File: config.mk
export PLATFORM = sky130hd
export DESIGN_NAME = bscr_top
export DESIGN_NICKNAME = d
export VERILOG_FILES = /design/src/core/bscr_top.v
export VERILOG_INCLUDE_DIRS = /design/src /design/src/core
export SDC_FILE = /design/constraint.sdc
export NUM_CORES = 1
export LEC_CHECK = 0
export BUFFER_PORTS_ARGS = -buffer_cell sky130_fd_sc_hd__buf_4
export CAP_MARGIN = 15
export CORE_MARGIN = 3
export CORE_UTILIZATION = 60
export CTS_CLUSTER_DIAMETER = 100
export DETAILED_ROUTE_END_ITERATION = 8
export PLACE_DENSITY = 0.81
export SLEW_MARGIN = 20
export SYNTH_ARGS = -nofsm -noshare
export SYNTH_HDL_FRONTEND = slang
export SYNTH_SLANG_ARGS = --single-unit
File: constraint.sdc
create_clock -name core_clk -period 10.5 [get_ports core_clk]
set_input_delay 2.1 -clock core_clk [delete_from_list [all_inputs] [get_ports core_clk]]
set_output_delay 2.1 -clock core_clk [all_outputs]
set_load 0.02 [all_outputs]
File: src/core/bscr_regs.vh
`ifndef BSCR_REGS_VH
`define BSCR_REGS_VH

// ----------------------------------------
// register word indices
// ----------------------------------------
`define BSCR_IDX_FW_ID        5'h02
`define BSCR_IDX_CLK_CTRL     5'h04
`define BSCR_IDX_RELOAD_CTRL  5'h05
`define BSCR_IDX_STATUS       5'h06
`define BSCR_IDX_I2C_SET      5'h0D
`define BSCR_IDX_I2C_CMD      5'h0E
`define BSCR_IDX_I2C_REPLY    5'h0F

// ----------------------------------------
// clock circuit control fields
// ----------------------------------------
`define BSCR_CC_MULT_SEL      0
`define BSCR_CC_CHIP_RESET    1
`define BSCR_CC_OUT_EN        2
`define BSCR_CC_SYN_PWR       4
`define BSCR_CC_SYN_REF       5
`define BSCR_CC_SYN_SYNC      6
`define BSCR_CC_SYN_USER      7
`define BSCR_CC_BP_DRV        8
`define BSCR_CC_XB_LO         12
`define BSCR_CC_XB_HI         13
`define BSCR_CC_XA_BASE       16
`define BSCR_CC_MASK          32'h00FF31F7
`define BSCR_CC_RESET         32'h00000000

// ----------------------------------------
// firmware reload fields
// ----------------------------------------
`define BSCR_RL_PAGE_HI       1
`define BSCR_RL_LOAD          4
`define BSCR_RL_MASK          32'h00000013
`define BSCR_RL_RESET         32'h00000000

// ----------------------------------------
// status fields
// ----------------------------------------
`define BSCR_ST_PHY_IRQ       16
`define BSCR_ST_MEZZ1         17
`define BSCR_ST_MEZZ2         18
`define BSCR_ST_CPLD_RST      19
`define BSCR_ST_CPLD_BUS      20
`define BSCR_ST_LOCK          28

// ----------------------------------------
// serial management fields
// ----------------------------------------
`define BSCR_SET_BUS_SEL      10
`define BSCR_SET_ENABLE       11
`define BSCR_SET_MASK         32'h00000FFF
`define BSCR_SET_RESET        32'h00000000
`define BSCR_CMD_DIR          23
`define BSCR_CMD_WIDE         25
`define BSCR_CMD_LAUNCH       31
`define BSCR_CMD_MASK         32'h02FF00FF
`define BSCR_RPL_STAT         26
`define BSCR_STAT_PEND        2'h0
`define BSCR_STAT_OK          2'h1
`define BSCR_STAT_FAIL        2'h3

// ----------------------------------------
// timing
// ----------------------------------------
`define BSCR_I2C_REF_KHZ      62500
`define BSCR_CORE_KHZ         20000
`define BSCR_QTR_STEP         26'h003D090
`define BSCR_PRESC_MIN        10'h00D

`endif

File: src/core/bscr_top.v
`timescale 1ns/10ps
`default_nettype none
`include "bscr_regs.vh"

// Contract
// - ctrl bit 0 drives refclk multiplier select, 0 = x2.5, 1 = x1.25.
// - ctrl bit 1 drives refclk chip reset, bit 2 its output enable.
// - ctrl bit 4 powers synthesizer up, bit 5 selects CLK1 when 1.
// - ctrl bit 6 drives synthesizer sync; software raises it to resync.
// - ctrl bit 7 hands synthesizer control lines to user logic when 1.
// - ctrl bit 8 enables backplane clock driver.
// - ctrl bits 13:12 select crosspoint B out1; 23:16 crosspoint A out1-4.
// - select pair first,second bit: 00 in1, 01 in2, 10 in3, 11 in4.
// - reload bits 1:0 pick flash page; setting bit 4 triggers reload.
// - status triplets per optical module: absent, rx signal lost, tx fault.
// - status bit 16 shows PHY interrupt pending.
// - status bits 17, 18 show mezzanine 1, 2 present.
// - status bit 19 shows CPLD reset line, bits 25:20 CPLD bus.
// - status bit 28 shows synthesizer lock.
// - dual-bus I2C master for bench use; crate mode leaves devices alone.
// - SCL kHz equals 62500 divided by settings prescaler bits 9:0, taken as 13 when below 13.
// - settings bit 10 selects PHY bus, bit 11 enables, bit 12 kept 0.
// - command bits 7:0 write byte, bits 22:16 target address.
// - command bit 23: 0 read, 1 write.
// - command bit 25 selects a 16-bit read; a write always sends one byte.
// - writing command bit 31 launches; bit self-clears.
// - reply bits 27:26: 01 ok, 11 fail, 00 pending; data in 15:0.
module bscr_top #(
  parameter [31:0] FW_ID = 32'h10000000  // arbitrary version/date code
) (
  // clock and reset
  input  wire        core_clk,
  input  wire        rst_b,
  // register bus
  input  wire        sys_strobe,
  input  wire        sys_write,
  input  wire [4:0]  sys_addr,
  input  wire [31:0] sys_wdata,
  output reg  [31:0] sys_rdata,
  output reg         sys_ack,
  // clock circuit control
  output reg         refclk_mult_sel,
  output reg         refclk_chip_reset,
  output reg         refclk_out_enable,
  output reg         synth_power_up,
  output reg         synth_ref_sel,
  output reg         synth_sync,
  output reg         backplane_clock_drive_enable,
  output reg         crosspoint_b_out1_sel_lo,
  output reg         crosspoint_b_out1_sel_hi,
  output reg  [3:0]  crosspoint_a_sel_lo,
  output reg  [3:0]  crosspoint_a_sel_hi,
  // user side synthesizer control
  input  wire        user_synth_power_up,
  input  wire        user_synth_ref_sel,
  input  wire        user_synth_sync,
  // firmware reload
  output reg  [1:0]  flash_page_sel,
  output reg         firmware_reload,
  // external status lines
  input  wire [3:0]  optical_module_absent,
  input  wire [3:0]  receive_signal_lost,
  input  wire [3:0]  transmit_fault,
  input  wire        phy_irq,
  input  wire        mezzanine1_present,
  input  wire        mezzanine2_present,
  input  wire        cpld_reset,
  input  wire [5:0]  cpld_link_bus_state,
  input  wire        synth_locked,
  input  wire        crate_mode,
  // general serial bus, open drain
  input  wire        scl_gen_in,
  output wire        scl_gen_out,
  output reg         scl_gen_oe,
  input  wire        sda_gen_in,
  output wire        sda_gen_out,
  output reg         sda_gen_oe,
  // phy serial bus, open drain
  input  wire        scl_phy_in,
  output wire        scl_phy_out,
  output reg         scl_phy_oe,
  input  wire        sda_phy_in,
  output wire        sda_phy_out,
  output reg         sda_phy_oe
);

  // ----------------------------------------
  // states
  // ----------------------------------------
  localparam [3:0] ST_IDLE  = 4'h1;
  localparam [3:0] ST_START = 4'h2;
  localparam [3:0] ST_BIT   = 4'h4;
  localparam [3:0] ST_STOP  = 4'h8;

  // ----------------------------------------
  // declarations
  // ----------------------------------------
  reg  [31:0] cc_reg;
  reg  [31:0] rl_reg;
  reg  [31:0] set_reg;
  reg  [31:0] cmd_reg;
  reg  [31:0] st_meta_reg;
  reg  [31:0] st_sync_reg;
  reg  [3:0]  sda_meta_reg;
  reg  [3:0]  sda_sync_reg;
  reg  [3:0]  st_reg;
  reg  [1:0]  q_reg;
  reg  [3:0]  cnt_reg;
  reg  [8:0]  sh_reg;
  reg  [8:0]  rx_reg;
  reg  [1:0]  fr_reg;
  reg         fail_reg;
  reg         scl_lo_reg;
  reg         sda_lo_reg;
  reg  [1:0]  stat_reg;
  reg  [7:0]  rd_lo_reg;
  reg  [7:0]  rd_hi_reg;
  reg  [25:0] acc_reg;
  wire [31:0] st_raw;
  wire        access;
  wire        wr_acc;
  wire        i2c_en;
  wire        busy;
  wire        launch;
  wire        bus_phy;
  wire        is_wr;
  wire        wide;
  wire        sda_s;
  wire        tx_frame;
  wire [9:0]  presc;
  wire [25:0] thr;
  wire [25:0] acc_sum;
  wire        tick;
  reg  [31:0] rd_mux;

  // open-drain lines only ever pull low
  assign scl_gen_out = 1'b0;
  assign sda_gen_out = 1'b0;
  assign scl_phy_out = 1'b0;
  assign sda_phy_out = 1'b0;

  // ----------------------------------------
  // register bus
  // ----------------------------------------
  // one wait state; ack lasts one cycle, master drops strobe or starts anew
  assign access = sys_strobe & ~sys_ack;
  assign wr_acc = access & sys_write;

  always @* begin
    case (sys_addr)
      `BSCR_IDX_FW_ID:       rd_mux = FW_ID;
      `BSCR_IDX_CLK_CTRL:    rd_mux = cc_reg;
      `BSCR_IDX_RELOAD_CTRL: rd_mux = rl_reg;
      `BSCR_IDX_STATUS:      rd_mux = st_sync_reg;
      `BSCR_IDX_I2C_SET:     rd_mux = set_reg;
      `BSCR_IDX_I2C_CMD:     rd_mux = cmd_reg;
      `BSCR_IDX_I2C_REPLY:   rd_mux = {4'h0, stat_reg, 10'h000, rd_hi_reg, rd_lo_reg};
      default:               rd_mux = 32'h00000000;
    endcase
  end

  always @(posedge core_clk or negedge rst_b) begin
    if (!rst_b) begin
      sys_ack   <= 1'b0;
      sys_rdata <= 32'h00000000;
      cc_reg    <= `BSCR_CC_RESET;
      rl_reg    <= `BSCR_RL_RESET;
      set_reg   <= `BSCR_SET_RESET;
      cmd_reg   <= 32'h00000000;
    end else begin
      sys_ack <= access;
      if (access && !sys_write)
        sys_rdata <= rd_mux;
      if (wr_acc) begin
        case (sys_addr)
          `BSCR_IDX_CLK_CTRL:    cc_reg  <= sys_wdata & `BSCR_CC_MASK;
          `BSCR_IDX_RELOAD_CTRL: rl_reg  <= sys_wdata & `BSCR_RL_MASK;
          // bit 12 is not stored, it reads zero
          `BSCR_IDX_I2C_SET:     set_reg <= sys_wdata & `BSCR_SET_MASK;
          // reserved bits and the launch bit are dropped; launch reads back zero
          `BSCR_IDX_I2C_CMD: begin
            if (!busy)
              cmd_reg <= sys_wdata & `BSCR_CMD_MASK;
          end
          default: ;
        endcase
      end
    end
  end

  // ----------------------------------------
  // control outputs
  // ----------------------------------------
  always @(posedge core_clk or negedge rst_b) begin
    if (!rst_b) begin
      refclk_mult_sel              <= 1'b0;
      refclk_chip_reset            <= 1'b0;
      refclk_out_enable            <= 1'b0;
      synth_power_up               <= 1'b0;
      synth_ref_sel                <= 1'b0;
      synth_sync                   <= 1'b0;
      backplane_clock_drive_enable <= 1'b0;
      crosspoint_b_out1_sel_lo     <= 1'b0;
      crosspoint_b_out1_sel_hi     <= 1'b0;
      crosspoint_a_sel_lo          <= 4'h0;
      crosspoint_a_sel_hi          <= 4'h0;
      flash_page_sel               <= 2'h0;
      firmware_reload              <= 1'b0;
    end else begin
      refclk_mult_sel   <= cc_reg[`BSCR_CC_MULT_SEL];
      refclk_chip_reset <= cc_reg[`BSCR_CC_CHIP_RESET];
      refclk_out_enable <= cc_reg[`BSCR_CC_OUT_EN];
      if (cc_reg[`BSCR_CC_SYN_USER]) begin
        synth_power_up <= user_synth_power_up;
        synth_ref_sel  <= user_synth_ref_sel;
        synth_sync     <= user_synth_sync;
      end else begin
        synth_power_up <= cc_reg[`BSCR_CC_SYN_PWR];
        synth_ref_sel  <= cc_reg[`BSCR_CC_SYN_REF];
        // level follows the bit, so a written 0 then 1 gives the resync edge
        synth_sync     <= cc_reg[`BSCR_CC_SYN_SYNC];
      end
      backplane_clock_drive_enable <= cc_reg[`BSCR_CC_BP_DRV];
      // pins carry the pair as is: {lo,hi} = 00 in1, 01 in2, 10 in3, 11 in4
      crosspoint_b_out1_sel_lo <= cc_reg[`BSCR_CC_XB_LO];
      crosspoint_b_out1_sel_hi <= cc_reg[`BSCR_CC_XB_HI];
      crosspoint_a_sel_lo <= {cc_reg[`BSCR_CC_XA_BASE + 6], cc_reg[`BSCR_CC_XA_BASE + 4],
                              cc_reg[`BSCR_CC_XA_BASE + 2], cc_reg[`BSCR_CC_XA_BASE]};
      crosspoint_a_sel_hi <= {cc_reg[`BSCR_CC_XA_BASE + 7], cc_reg[`BSCR_CC_XA_BASE + 5],
                              cc_reg[`BSCR_CC_XA_BASE + 3], cc_reg[`BSCR_CC_XA_BASE + 1]};
      flash_page_sel <= rl_reg[`BSCR_RL_PAGE_HI:0];
      // one pulse when a write takes the load bit from 0 to 1
      firmware_reload <= wr_acc && (sys_addr == `BSCR_IDX_RELOAD_CTRL) &&
                         sys_wdata[`BSCR_RL_LOAD] && !rl_reg[`BSCR_RL_LOAD];
    end
  end

  // ----------------------------------------
  // status synchronizers
  // ----------------------------------------
  assign st_raw = {3'h0, synth_locked, 2'h0, cpld_link_bus_state, cpld_reset,
                   mezzanine2_present, mezzanine1_present, phy_irq,
                   1'b0, transmit_fault[3], receive_signal_lost[3], optical_module_absent[3],
                   1'b0, transmit_fault[2], receive_signal_lost[2], optical_module_absent[2],
                   1'b0, transmit_fault[1], receive_signal_lost[1], optical_module_absent[1],
                   1'b0, transmit_fault[0], receive_signal_lost[0], optical_module_absent[0]};

  always @(posedge core_clk or negedge rst_b) begin
    if (!rst_b) begin
      st_meta_reg  <= 32'h00000000;
      st_sync_reg  <= 32'h00000000;
      sda_meta_reg <= 4'hF;
      sda_sync_reg <= 4'hF;
    end else begin
      st_meta_reg  <= st_raw;
      st_sync_reg  <= st_meta_reg;
      sda_meta_reg <= {crate_mode, sda_phy_in, sda_gen_in, 1'b1};
      sda_sync_reg <= sda_meta_reg;
    end
  end

  // ----------------------------------------
  // serial management master
  // ----------------------------------------
  assign i2c_en   = set_reg[`BSCR_SET_ENABLE] & ~sda_sync_reg[3];
  assign busy     = (st_reg != ST_IDLE);
  assign launch   = wr_acc && (sys_addr == `BSCR_IDX_I2C_CMD) &&
                    sys_wdata[`BSCR_CMD_LAUNCH] && i2c_en && !busy;
  assign bus_phy  = set_reg[`BSCR_SET_BUS_SEL];
  assign is_wr    = cmd_reg[`BSCR_CMD_DIR];
  assign wide     = cmd_reg[`BSCR_CMD_WIDE];
  assign sda_s    = bus_phy ? sda_sync_reg[2] : sda_sync_reg[1];
  assign tx_frame = (fr_reg == 2'h0) | ((fr_reg == 2'h1) & is_wr);

  // quarter-bit tick at 4 x 62500/presc kHz, by fractional accumulation;
  // small prescalers are clamped since the core clock cannot go faster
  assign presc   = (set_reg[9:0] < `BSCR_PRESC_MIN) ? `BSCR_PRESC_MIN : set_reg[9:0];
  assign thr     = presc * 16'd`BSCR_CORE_KHZ;
  assign acc_sum = acc_reg + `BSCR_QTR_STEP;
  assign tick    = busy && (acc_sum >= thr);

  always @(posedge core_clk or negedge rst_b) begin
    if (!rst_b)
      acc_reg <= 26'h0000000;
    else if (!busy)
      acc_reg <= 26'h0000000;
    else if (tick)
      acc_reg <= acc_sum - thr;
    else
      acc_reg <= acc_sum;
  end

  always @(posedge core_clk or negedge rst_b) begin
    if (!rst_b) begin
      st_reg     <= ST_IDLE;
      q_reg      <= 2'h0;
      cnt_reg    <= 4'h0;
      sh_reg     <= 9'h1FF;
      rx_reg     <= 9'h000;
      fr_reg     <= 2'h0;
      fail_reg   <= 1'b0;
      scl_lo_reg <= 1'b0;
      sda_lo_reg <= 1'b0;
      stat_reg   <= `BSCR_STAT_PEND;
      rd_lo_reg  <= 8'h00;
      rd_hi_reg  <= 8'h00;
    end else if (launch) begin
      st_reg   <= ST_START;
      q_reg    <= 2'h0;
      cnt_reg  <= 4'h0;
      fr_reg   <= 2'h0;
      fail_reg <= 1'b0;
      stat_reg <= `BSCR_STAT_PEND;
      sh_reg   <= {sys_wdata[22:16], ~sys_wdata[`BSCR_CMD_DIR], 1'b1};
    end else if (busy && !i2c_en) begin
      // disabling mid transfer abandons it and frees the lines
      st_reg     <= ST_IDLE;
      scl_lo_reg <= 1'b0;
      sda_lo_reg <= 1'b0;
      stat_reg   <= `BSCR_STAT_FAIL;
    end else if (tick) begin
      q_reg <= q_reg + 2'h1;
      case (st_reg)
        ST_START: begin
          case (q_reg)
            2'h0: begin
              scl_lo_reg <= 1'b0;
              sda_lo_reg <= 1'b0;
            end
            2'h1: sda_lo_reg <= 1'b1;
            2'h2: scl_lo_reg <= 1'b1;
            default: st_reg <= ST_BIT;
          endcase
        end
        ST_BIT: begin
          case (q_reg)
            2'h0: sda_lo_reg <= ~sh_reg[8];
            2'h1: scl_lo_reg <= 1'b0;
            2'h2: rx_reg <= {rx_reg[7:0], sda_s};
            default: begin
              scl_lo_reg <= 1'b1;
              sh_reg     <= {sh_reg[7:0], 1'b1};
              cnt_reg    <= cnt_reg + 4'h1;
              if (cnt_reg == 4'h8) begin
                cnt_reg <= 4'h0;
                if (tx_frame && rx_reg[0]) begin
                  // target did not acknowledge
                  fail_reg <= 1'b1;
                  st_reg   <= ST_STOP;
                end else begin
                  case (fr_reg)
                    2'h0: begin
                      fr_reg <= 2'h1;
                      if (is_wr)
                        sh_reg <= {cmd_reg[7:0], 1'b1};
                      else
                        sh_reg <= {8'hFF, ~wide};
                    end
                    2'h1: begin
                      if (is_wr) begin
                        st_reg <= ST_STOP;
                      end else if (wide) begin
                        rd_hi_reg <= rx_reg[8:1];
                        sh_reg    <= 9'h1FF;
                        fr_reg    <= 2'h2;
                      end else begin
                        rd_lo_reg <= rx_reg[8:1];
                        st_reg    <= ST_STOP;
                      end
                    end
                    default: begin
                      rd_lo_reg <= rx_reg[8:1];
                      st_reg    <= ST_STOP;
                    end
                  endcase
                end
              end
            end
          endcase
        end
        ST_STOP: begin
          case (q_reg)
            2'h0: begin
              scl_lo_reg <= 1'b1;
              sda_lo_reg <= 1'b1;
            end
            2'h1: scl_lo_reg <= 1'b0;
            2'h2: sda_lo_reg <= 1'b0;
            default: begin
              st_reg   <= ST_IDLE;
              stat_reg <= fail_reg ? `BSCR_STAT_FAIL : `BSCR_STAT_OK;
            end
          endcase
        end
        default: begin
          st_reg     <= ST_IDLE;
          scl_lo_reg <= 1'b0;
          sda_lo_reg <= 1'b0;
        end
      endcase
    end
  end

  // ----------------------------------------
  // bus steering
  // ----------------------------------------
  // the idle bus is never pulled, so devices on it see no traffic
  always @(posedge core_clk or negedge rst_b) begin
    if (!rst_b) begin
      scl_gen_oe <= 1'b0;
      sda_gen_oe <= 1'b0;
      scl_phy_oe <= 1'b0;
      sda_phy_oe <= 1'b0;
    end else begin
      scl_gen_oe <= scl_lo_reg & ~bus_phy;
      sda_gen_oe <= sda_lo_reg & ~bus_phy;
      scl_phy_oe <= scl_lo_reg & bus_phy;
      sda_phy_oe <= sda_lo_reg & bus_phy;
    end
  end

endmodule

`default_nettype wire

* Word level (Yosys, flattened, before mapping) *
Cells that the tools add are included.

word-level totals
  memory bits (read-only) = 0
  input bits = 72
  memories kept = 0
  RAM bits = 0
  bits in latches = 0
  flip-flop bits (word level) = 236
  logic and storage cells = 224
  output and inout bits = 61

cells by class
  bitwise operators = 22
  multipliers = 1
  magnitude comparators = 2
  shift operators = 0
  reduce and logical (&&, ||, !) cells = 42
  $add $sub $neg = 4
  equality and inequality tests = 35
  mux-type cells = 78
  divide/modulo/power cells = 0

operators by type and width
  operator                                                     number
  case mux 29 bit (7 select lines)                             1
  2-to-1 mux 9 bit                                             10
  2-to-1 mux 4 bit                                             16
  2-to-1 mux 26 bit                                            2
  2-to-1 mux 2 bit                                             18
  != test 4 bit, second input constant                         8
  adder 26 x 18 -> 26 bit, second input constant               1
  >= comparator 26 x 25 -> 1 bit                               1
  subtractor 26 x 25 -> 26 bit                                 1
  multiplier 10 x 10 -> 20 bit, second input constant          1
  AND reduction 10 bit                                         2
  case mux 9 bit (2 select lines)                              1
  2-to-1 mux 1 bit                                             16
  2-to-1 mux 8 bit                                             2
  case mux 8 bit (2 select lines)                              1
  == test 5 x 3 -> 1 bit, second input constant                3
  == test 5 x 4 -> 1 bit, second input constant                3
  AND reduction 5 bit                                          3
  NOT 1 bit                                                    13
  != test 3 bit, second input constant                         4
  case mux 4 bit (3 select lines)                              1
  logical AND 1 bit                                            11
  less-than comparator 10 x 4 -> 1 bit, second input constant  1
  2-to-1 mux 10 bit                                            1
  32 further kinds                                             63

* Logic depth before layout (Yosys ltp) *
Gate-level depths: netlist of the first run.

  word-level depth = 11
  depth in mapped cells = 33
  mapped depth without buffers = 29

* Worst setup path before layout of the first run *
Ideal clock, no wire load.

  path type = reg-to-reg
  from = reg set_reg[8]
  to = reg rd_hi_reg[0]
  required time = 10373 ps
  clock period less this slack = 6614 ps
  path slack = 3886 ps
  stages on the path, launching flop included = 31
  buffers on the path = 2
  arrival time = 6487 ps
  library setup time = 127 ps
  cells stage by stage = dfrtp_1 > inv_1 > ha_1 > and3_1 > nor2_1 > inv_1 > ha_1 > xor2_1 > ha_1 > ha_1 > ha_1 > inv_1 > fa_1 > inv_1 > ha_1 > nor3_1 > nor2_1 > a31oi_1 > o21bai_1 > a21oi_1 > xor2_1 > ha_1 > clkbuf_1 > nand4_1 > nor4_1 > a41o_1 > o211ai_4 > a2111oi_4 > and4_1 > buf_4 > mux2_1

on the way
  longest elaborated chain between the ends = 6

RTL lines
  what                                            line            RTL
  start: declaration                              bscr_top.v:100  reg [31:0] set_reg;
  start signal: assignment                        bscr_top.v:168  set_reg <= `BSCR_SET_RESET;
  start signal: assignment                        bscr_top.v:179  `BSCR_IDX_I2C_SET: set_reg <= sys_wdata & `BSCR_SET_MASK;
  less-than comparator 10 x 4 -> 1 bit (no line)  n/a
  2-to-1 mux 10 bit *                             bscr_top.v:277  assign presc = (set_reg[9:0] < `BSCR_PRESC_MIN) ? `BSCR_PRESC_MIN : set_reg[9:0];
  multiplier 10 x 10 -> 20 bit (no line) *        n/a
  >= comparator 26 x 25 -> 1 bit *                bscr_top.v:280  assign tick = busy && (acc_sum >= thr);
  logical AND 1 bit *                             bscr_top.v:280
  AND reduction 10 bit (no line) *                n/a
  end signal: assignment                          bscr_top.v:363  rd_hi_reg <= rx_reg[8:1];
  end: declaration                                bscr_top.v:117  reg [7:0] rd_hi_reg;

Mark *: on every way between the ends. The rest lies on a longest branch, timed or not.
A chain may end at the register's enable or synchronous reset.

* Worst setup path after layout of the first run *
  from = reg set_reg[7]
  to = reg rd_hi_reg[1]

The elaborated chain is that of the path after synthesis.

==> qor.csv, run 1 <==
stage,metric,value,unit
run_status,status,finished clean,
power_and_ir_drop,total_power,3.80,mW
worst_setup_path,reg2reg_to,rd_hi_reg[1],
synth,ys_seq_area_frac,0.472,
synth,ys_top_cells_by_area,"dfrtp_1 44%, ha_1 8.2%, nand2_1 5.1%, mux2_2 3.9%, dfstp_2 3.5%",
worst_setup_path,crit_path_start_kind,flop,
worst_setup_path,cp-end-kind,flop,
grt,antenna_found_initial,0,
worst_setup_path,crit_family,adder cells,
detailed_routing,drc,0,
clock_network,cts_tree,built,
synth,ys_ff_latch,229,
die,ios,133,
clock_network,cts.htree.levels,1,
die,coreArea,19700,µm²
grt,grt-ovfl-total,0,
worst_setup_path,max_stage_delay,0.64,ns
synth,synth_enable_flop_cells,0,
synth,synthDistinctLibCells,74,
worst_setup_path,path_buf_inv,5,
clock_network,root_buffer,clkbuf_16,
detailed_routing,drtPass1Iterations,7,
synth,yosysWarnings,0,
synth,synth_area,12200,µm²
placement,hpwl,21.1,mm
clock_network,cts_buffers,25,
die,die-area,22000,µm²
worst_setup_path,arrival,8.33,ns
clock_network,cts_hold_buf,0,
power_and_ir_drop,p_leak,6.94,nW
clock_network,clk_latency,0.52,ns
worst_setup_path,critical-path-slowest-cell,dfrtp_1,
worst_setup_path,regToRegSetupSlack,2.56,ns
layout,drive_gt1_frac,0.189,
grt,grt.total_usage,0.273,
synth,synth_cells,1179,
worst_setup_path,critPathMostFrequentCell,ha_1,
clock_network,clkTransAtPathRegs,0.06,ns
worst_setup_path,reg2reg_from,set_reg[7],
sta,maxSlewHeadroom,0.247,
detailed_routing,drt-initial-drc-count,676,
clock_network,cts.sinks,229,
detailed_routing,wl_per_cell,19.3,µm
min_path,min_path_type,reg -> reg,
sta,skew,0.0146,ns
power_and_ir_drop,ir_drop,0.000257,V
sta,hold_slack,0.345,ns
placement,dp_slack,2.70,ns
synth,synth_top_flop_cell,dfrtp_1,
synth,postSynthAreaPerCell,10.3,µm²
synth,synth-async-reset-ratio,1.00,
sta,tightest_slew,1.13,ns
layout,largest_reg_flops,29,
worst_setup_path,crit_type,reg -> reg,
layout,nets,1458,
worst_setup_path,ff2ff_path_depth,28,
worst_setup_path,worstPathMaxFanout,18,
placement,placement.io_buffers,115,
die,fp-row-count,51,
layout,syn_to_final_growth,16.2,%
synth,synth_top_area_cell,dfrtp_1,
detailed_routing,antenna_left,0,
die,dieWidth,148,µm
detailed_routing,vias_per_cell,5.93,
synth,yosysMostFrequentCell,dfrtp_1,
clock_network,clockBufferDepth,3,
sta,rsz0062_at_grt,false,
sta,slew_violations,0,
layout,antenna_cells,0,
min_path,worstHoldStart,st_meta_reg[13],
clock_network,cts_setup_buffers,0,
synth,synth_top_area_share,0.438,
sta,fmax,0.126,GHz
worst_setup_path,crit_required,10.89,ns
min_path,hold_depth,0,
grt,grt_pass1_vias,9188,
run,drv_cap,0,
detailed_routing,routed_wl,30.4,mm
grt,grt_start_max_net_pins,101,
sta,setup_tns,0,ns
sta,setup_ws,2.56,ns
sta,min_period,7.94,ns
placement,gp_congestion,0.895,
clock_network,cts-resized-gates,0,
detailed_routing,num_vias,9327,
die,initial_utilization,0.618,
sta,hold_viol_final,0,
sta,period_share,0.756,
grt,grt_pass1_wl,48.2,mm
min_path,min_to,st_sync_reg[13],
power_and_ir_drop,power_density,268,nW/µm²
sta,final-setup-viol-count,0,
synth,synthTopCellsByCount,"213 x dfrtp_1, 165 x nand2_1, 80 x ha_1",
die,die_h,148,µm
cell families (layout without fill, tap and decap cells):
kind of cell / Yosys count / in the layout / share of synthesized area
simple gates: 364 / 364 / 0.141
compound gates: 232 / 232 / 0.125
flops: 229 / 229 / 0.472
buf+inv: 125 / 247 / 0.0421
fa+ha+maj: 97 / 97 / 0.110
mux: 89 / 89 / 0.0791
xor+xnor: 42 / 42 / 0.0302
other cells: 1 / 7 / 0.000308
layer usage:
| layer | share of wire | global-route usage | up-vias |
|---|---|---|---|
| met4 | 0.037 | 0.0938 | 0 |
| met2 | 0.48 | 0.442 | 294 |
| li1 | - | - | 4323 |
| met3 | 0.061 | 0.0512 | 72 |
| met5 | 0 | 0 | - |
| met1 | 0.42 | 0.374 | 4638 |
layout by cell type (no fill, tap or decap), drive strengths merged, types with 9 or more instances in the layout:
master,n
a21o,9
a21oi,57
a221oi,9
a31oi,9
and2,10
and3,12
buf,126
clkbuf,34
dfrtp,213
dfstp,16
fa,17
ha,80
inv,78
mux2,58
mux2i,31
nand2,165
nand2b,13
nand3,23
nand4,9
nor2,63
nor2b,17
nor3,19
o21ai,79
xnor2,21
xor2,21
power breakdown:
group / switching, mW / internal (mW) / leakage [nW]
sequential: 0.0393 / 0.926 / 2.94
clock: 0.358 / 0.572 / 0.430
combinational: 1.11 / 0.786 / 3.57
total: 1.51 / 2.28 / 6.94
how the worst max path moves through the flow:
stage	cells past startpoint	to	startpoint	slack (ns)
2_1_floorplan	30	rd_hi_reg[0]	set_reg[8]	3.89
3_3_place_gp	28	sda_lo_reg	set_reg[7]	2.90
3_5_place_dp	28	sda_lo_reg	set_reg[7]	2.70
4_1_cts	28	rd_hi_reg[1]	set_reg[7]	2.60
5_1_grt	28	rd_hi_reg[1]	set_reg[7]	1.99
6_report	28	rd_hi_reg[1]	set_reg[7]	2.56
cell type report:
type	instances	area (µm²)
repair buffers	126	953
clock buffers	34	709
fillers	1334	5570
flip-flops and latches	229	5750
inverters	76	285
multi-input cells	831	5950
clock inverters	11	169
well taps	265	332
through the flow:
stage	cell area, µm²	utilization	cells
floorplan	12200	-	1185
global placement	13300	0.673	1527
detailed placement	13300	0.673	1527
CTS	14100	0.718	1572
global route	14100	0.718	1572
finish	14100	0.718	1572
Power figures use the tool's default switching activity.
==> run 2, diff against run 1 <==
--- a/config.mk
+++ b/config.mk
@@ -9,10 +9,10 @@
 export BUFFER_PORTS_ARGS = -buffer_cell sky130_fd_sc_hd__buf_4
 export CAP_MARGIN = 15
 export CORE_MARGIN = 3
-export CORE_UTILIZATION = 60
+export CORE_UTILIZATION = 54
 export CTS_CLUSTER_DIAMETER = 100
 export DETAILED_ROUTE_END_ITERATION = 8
-export PLACE_DENSITY = 0.81
+export PLACE_DENSITY = 0.77
 export SLEW_MARGIN = 20
 export SYNTH_ARGS = -nofsm -noshare
 export SYNTH_HDL_FRONTEND = slang
==> constraint.sdc (replaced) <==
create_clock -name core_clk -period 6.6 [get_ports core_clk]
set_input_delay 1.32 -clock core_clk [delete_from_list [all_inputs] [get_ports core_clk]]
set_output_delay 1.32 -clock core_clk [all_outputs]
set_load 0.02 [all_outputs]
==> run 2 against run 1 <==
Compared with the run above:
- the run now ends with negative setup slack left
- sequential cell count is the same
- non-clock buffer count grew 83
- setup slack worse by 2.7 ns
- clock-buffer cell count increased by 8
- register-to-register slack worse by 2.7 ns
==> qor.csv, run 2 (synthesized netlist as in run 1, its figures left out) <==
stage,metric,value,unit,change
sta,hold_slack,0.348,ns,+0.00243 ns
detailed_routing,wl_per_cell,19.2,µm,-0.50%
clock_network,clkTransAtPathRegs,0.06,ns,about the same
layout,drive_gt1_frac,0.289,,+0.100
detailed_routing,antenna_left,0,,unchanged
worst_setup_path,critPathMostFrequentCell,ha_4,,
detailed_routing,drt-initial-drc-count,672,,-0.59%
layout,syn_to_final_growth,26.0,%,
placement,dp.cells,1602,,+4.9%
grt,grt-ovfl-total,0,,unchanged
die,fp-row-count,54,,+5.9%
sta,maxSlewHeadroom,0.269,,+0.0222
min_path,min_path_type,reg -> reg,,
sta,period_share,1.03,,+0.269
worst_setup_path,cp-end-kind,flop,,
clock_network,cts.sinks,229,,unchanged
worst_setup_path,crit_type,reg -> reg,,
sta,slew_violations,0,,unchanged
placement,gp_congestion,0.891,,-0.45%
sta,final-setup-viol-count,38,,+38
worst_setup_path,arrival,7.19,ns,-1.14 ns
clock_network,clk_latency,0.54,ns,+0.02 ns
detailed_routing,vias_per_cell,5.81,,-2.0%
sta,setup_ws,-0.167,ns,-2.73 ns
sta,fmax,0.148,GHz,+17%
power_and_ir_drop,p_leak,7.41,nW,+6.7%
grt,grt_pass1_vias,9464,,+3.0%
layout,mostFrequentLayoutCell,dfrtp_1,,
placement,placement.io_buffers,115,,unchanged
die,dieWidth,156,µm,+5.2%
clock_network,cts.htree.levels,1,,unchanged
clock_network,cts_buffers,25,,unchanged
clock_network,cts_hold_buf,0,,unchanged
layout,largest_reg_flops,29,,unchanged
detailed_routing,drtPass1Iterations,6,,-1
placement,hpwl,21.8,mm,+3.2%
sta,hold_viol_final,0,,unchanged
grt,grt.total_usage,0.249,,-0.0244
grt,grt_pass1_wl,48.9,mm,+1.5%
layout,nets,1541,,+5.7%
grt,antenna_found_initial,0,,unchanged
worst_setup_path,crit_required,7.02,ns,-3.87 ns
detailed_routing,drc,0,,unchanged
run_status,status,"complete, but fails checks",,
worst_setup_path,worstPathMaxFanout,8,,-10
power_and_ir_drop,power_density,467,nW/µm²,+74%
worst_setup_path,critical-path-slowest-cell,fa_1,,
sta,rsz0062_at_grt,true,,
run_status,violations,negative setup slack,,
power_and_ir_drop,ir_drop,0.000629,V,+140%
clock_network,cts_tree,built,,
die,ios,133,,unchanged
die,coreArea,22000,µm²,+12%
die,initial_utilization,0.553,,-0.0647
clock_network,root_buffer,clkbuf_16,,
placement,dp_slack,-0.419,ns,-3.12 ns
grt,grt_start_max_net_pins,130,,+29%
layout,fill_cells,1575,,+18%
layout,layout_common_cells,"213 x dfrtp_1, 194 x buf_4, 160 x nand2_1, 73 x inv_1, 72 x o21ai_0",,
worst_setup_path,crit_path_start_kind,flop,,
detailed_routing,routed_wl,32.1,mm,+5.8%
detailed_routing,num_vias,9712,,+4.1%
die,die-area,24400,µm²,+11%
sta,skew,0.0293,ns,+0.0147 ns
worst_setup_path,max_stage_delay,0.58,ns,-0.06 ns
run,drv_cap,0,,unchanged
clock_network,clockBufferDepth,3,,unchanged
die,die_h,156,µm,+5.2%
layout,antenna_cells,0,,unchanged
sta,tightest_slew,1.10,ns,-0.0333 ns
sta,min_period,6.77,ns,-1.17 ns
layout,fin_cells,1671,,+6.3%
## run 2: cell count changes in the layout (fill, tap and decap cells not counted), sizes merged
cell / change
buf: +83
clkbuf: +8
clkinv: -3
bufinv: -3
inv: -1
## run 2: critical path, delay by kind of cell, from the launching register on
| family | cells | cell delay (ns) |
|---|---|---|
| adders and majority gates | 8 | 2.44 |
| and+or+nand+nor | 8 | 1.38 |
| DFF | 1 | 0.35 |
| xor gates and xnor gates | 2 | 0.26 |
| buffers and inverters | 8 | 0.71 |
| muxes | 1 | 0.32 |
| AOI/OAI and AO/OA | 4 | 1.14 |
## run 2: power breakdown
part           internal, mW  switching [mW]  leakage, nW  total (mW)
clock                 0.864           0.571        0.422        1.44
combinational          2.04            2.16         4.05        4.20
sequential             1.47          0.0485         2.94        1.52
## run 2: final timing paths
| path | startpoint | endpoint | slack, ns | cells past startpoint |
|---|---|---|---|---|
| setup / recovery | set_reg[8] | rd_hi_reg[6] | -0.17 | 31 |
| hold / removal | st_meta_reg[10] | st_sync_reg[10] | 0.35 | 0 |
| setup reg to reg | set_reg[8] | rd_hi_reg[6] | -0.17 | 31 |
| hold reg to reg | st_meta_reg[10] | st_sync_reg[10] | 0.35 | 0 |
| max in group asynchronous | rst_b | st_meta_reg[17] | 4.38 | 2 |
| min in group asynchronous | rst_b | scl_phy_oe | 0.88 | 1 |
## run 2: final cells by class
cell class | instances | area, µm² | area share
Sequential cell | 229 | 5750 | 0.375
Multi-Input combinational cell | 831 | 6430 | 0.419
Inverter | 76 | 285 | 0.0186
Clock inverter | 4 | 62.6 | 0.00408
Timing Repair Buffer | 209 | 1670 | 0.109
Tap cell | 280 | 350 | 0.0228
Clock buffer | 42 | 800 | 0.0521
## run 2: layer usage
metal / GRT usage / wire length, µm
met4: 0.0788 / 1210
met1: 0.345 / 13700
met3: 0.0300 / 1720
met5: 0 / 0
met2: 0.412 / 15500
## run 2: repair_timing
| action | CTS | global route |
|---|---|---|
| endpoints found under the setup margin | 67 | 69 |
| gates cloned | 0 | 0 |
| buffers inserted | 4 | 19 |
| pin swaps | 23 | 47 |
| resized for setup | 27 | 80 |
## run 2: metrics by stage
step	utilization	setup TNS (ns)	power, mW	instance area [µm²]
after CTS	0.673	0	6.71	14800
final	0.697	-3.66	7.16	15300
after detailed placement	0.626	-14.65	5.00	13800
after global routing	0.697	-22.21	7.65	15300
after floorplan	-	0	3.85	12200
after global placement	0.626	-5.81	4.88	13800
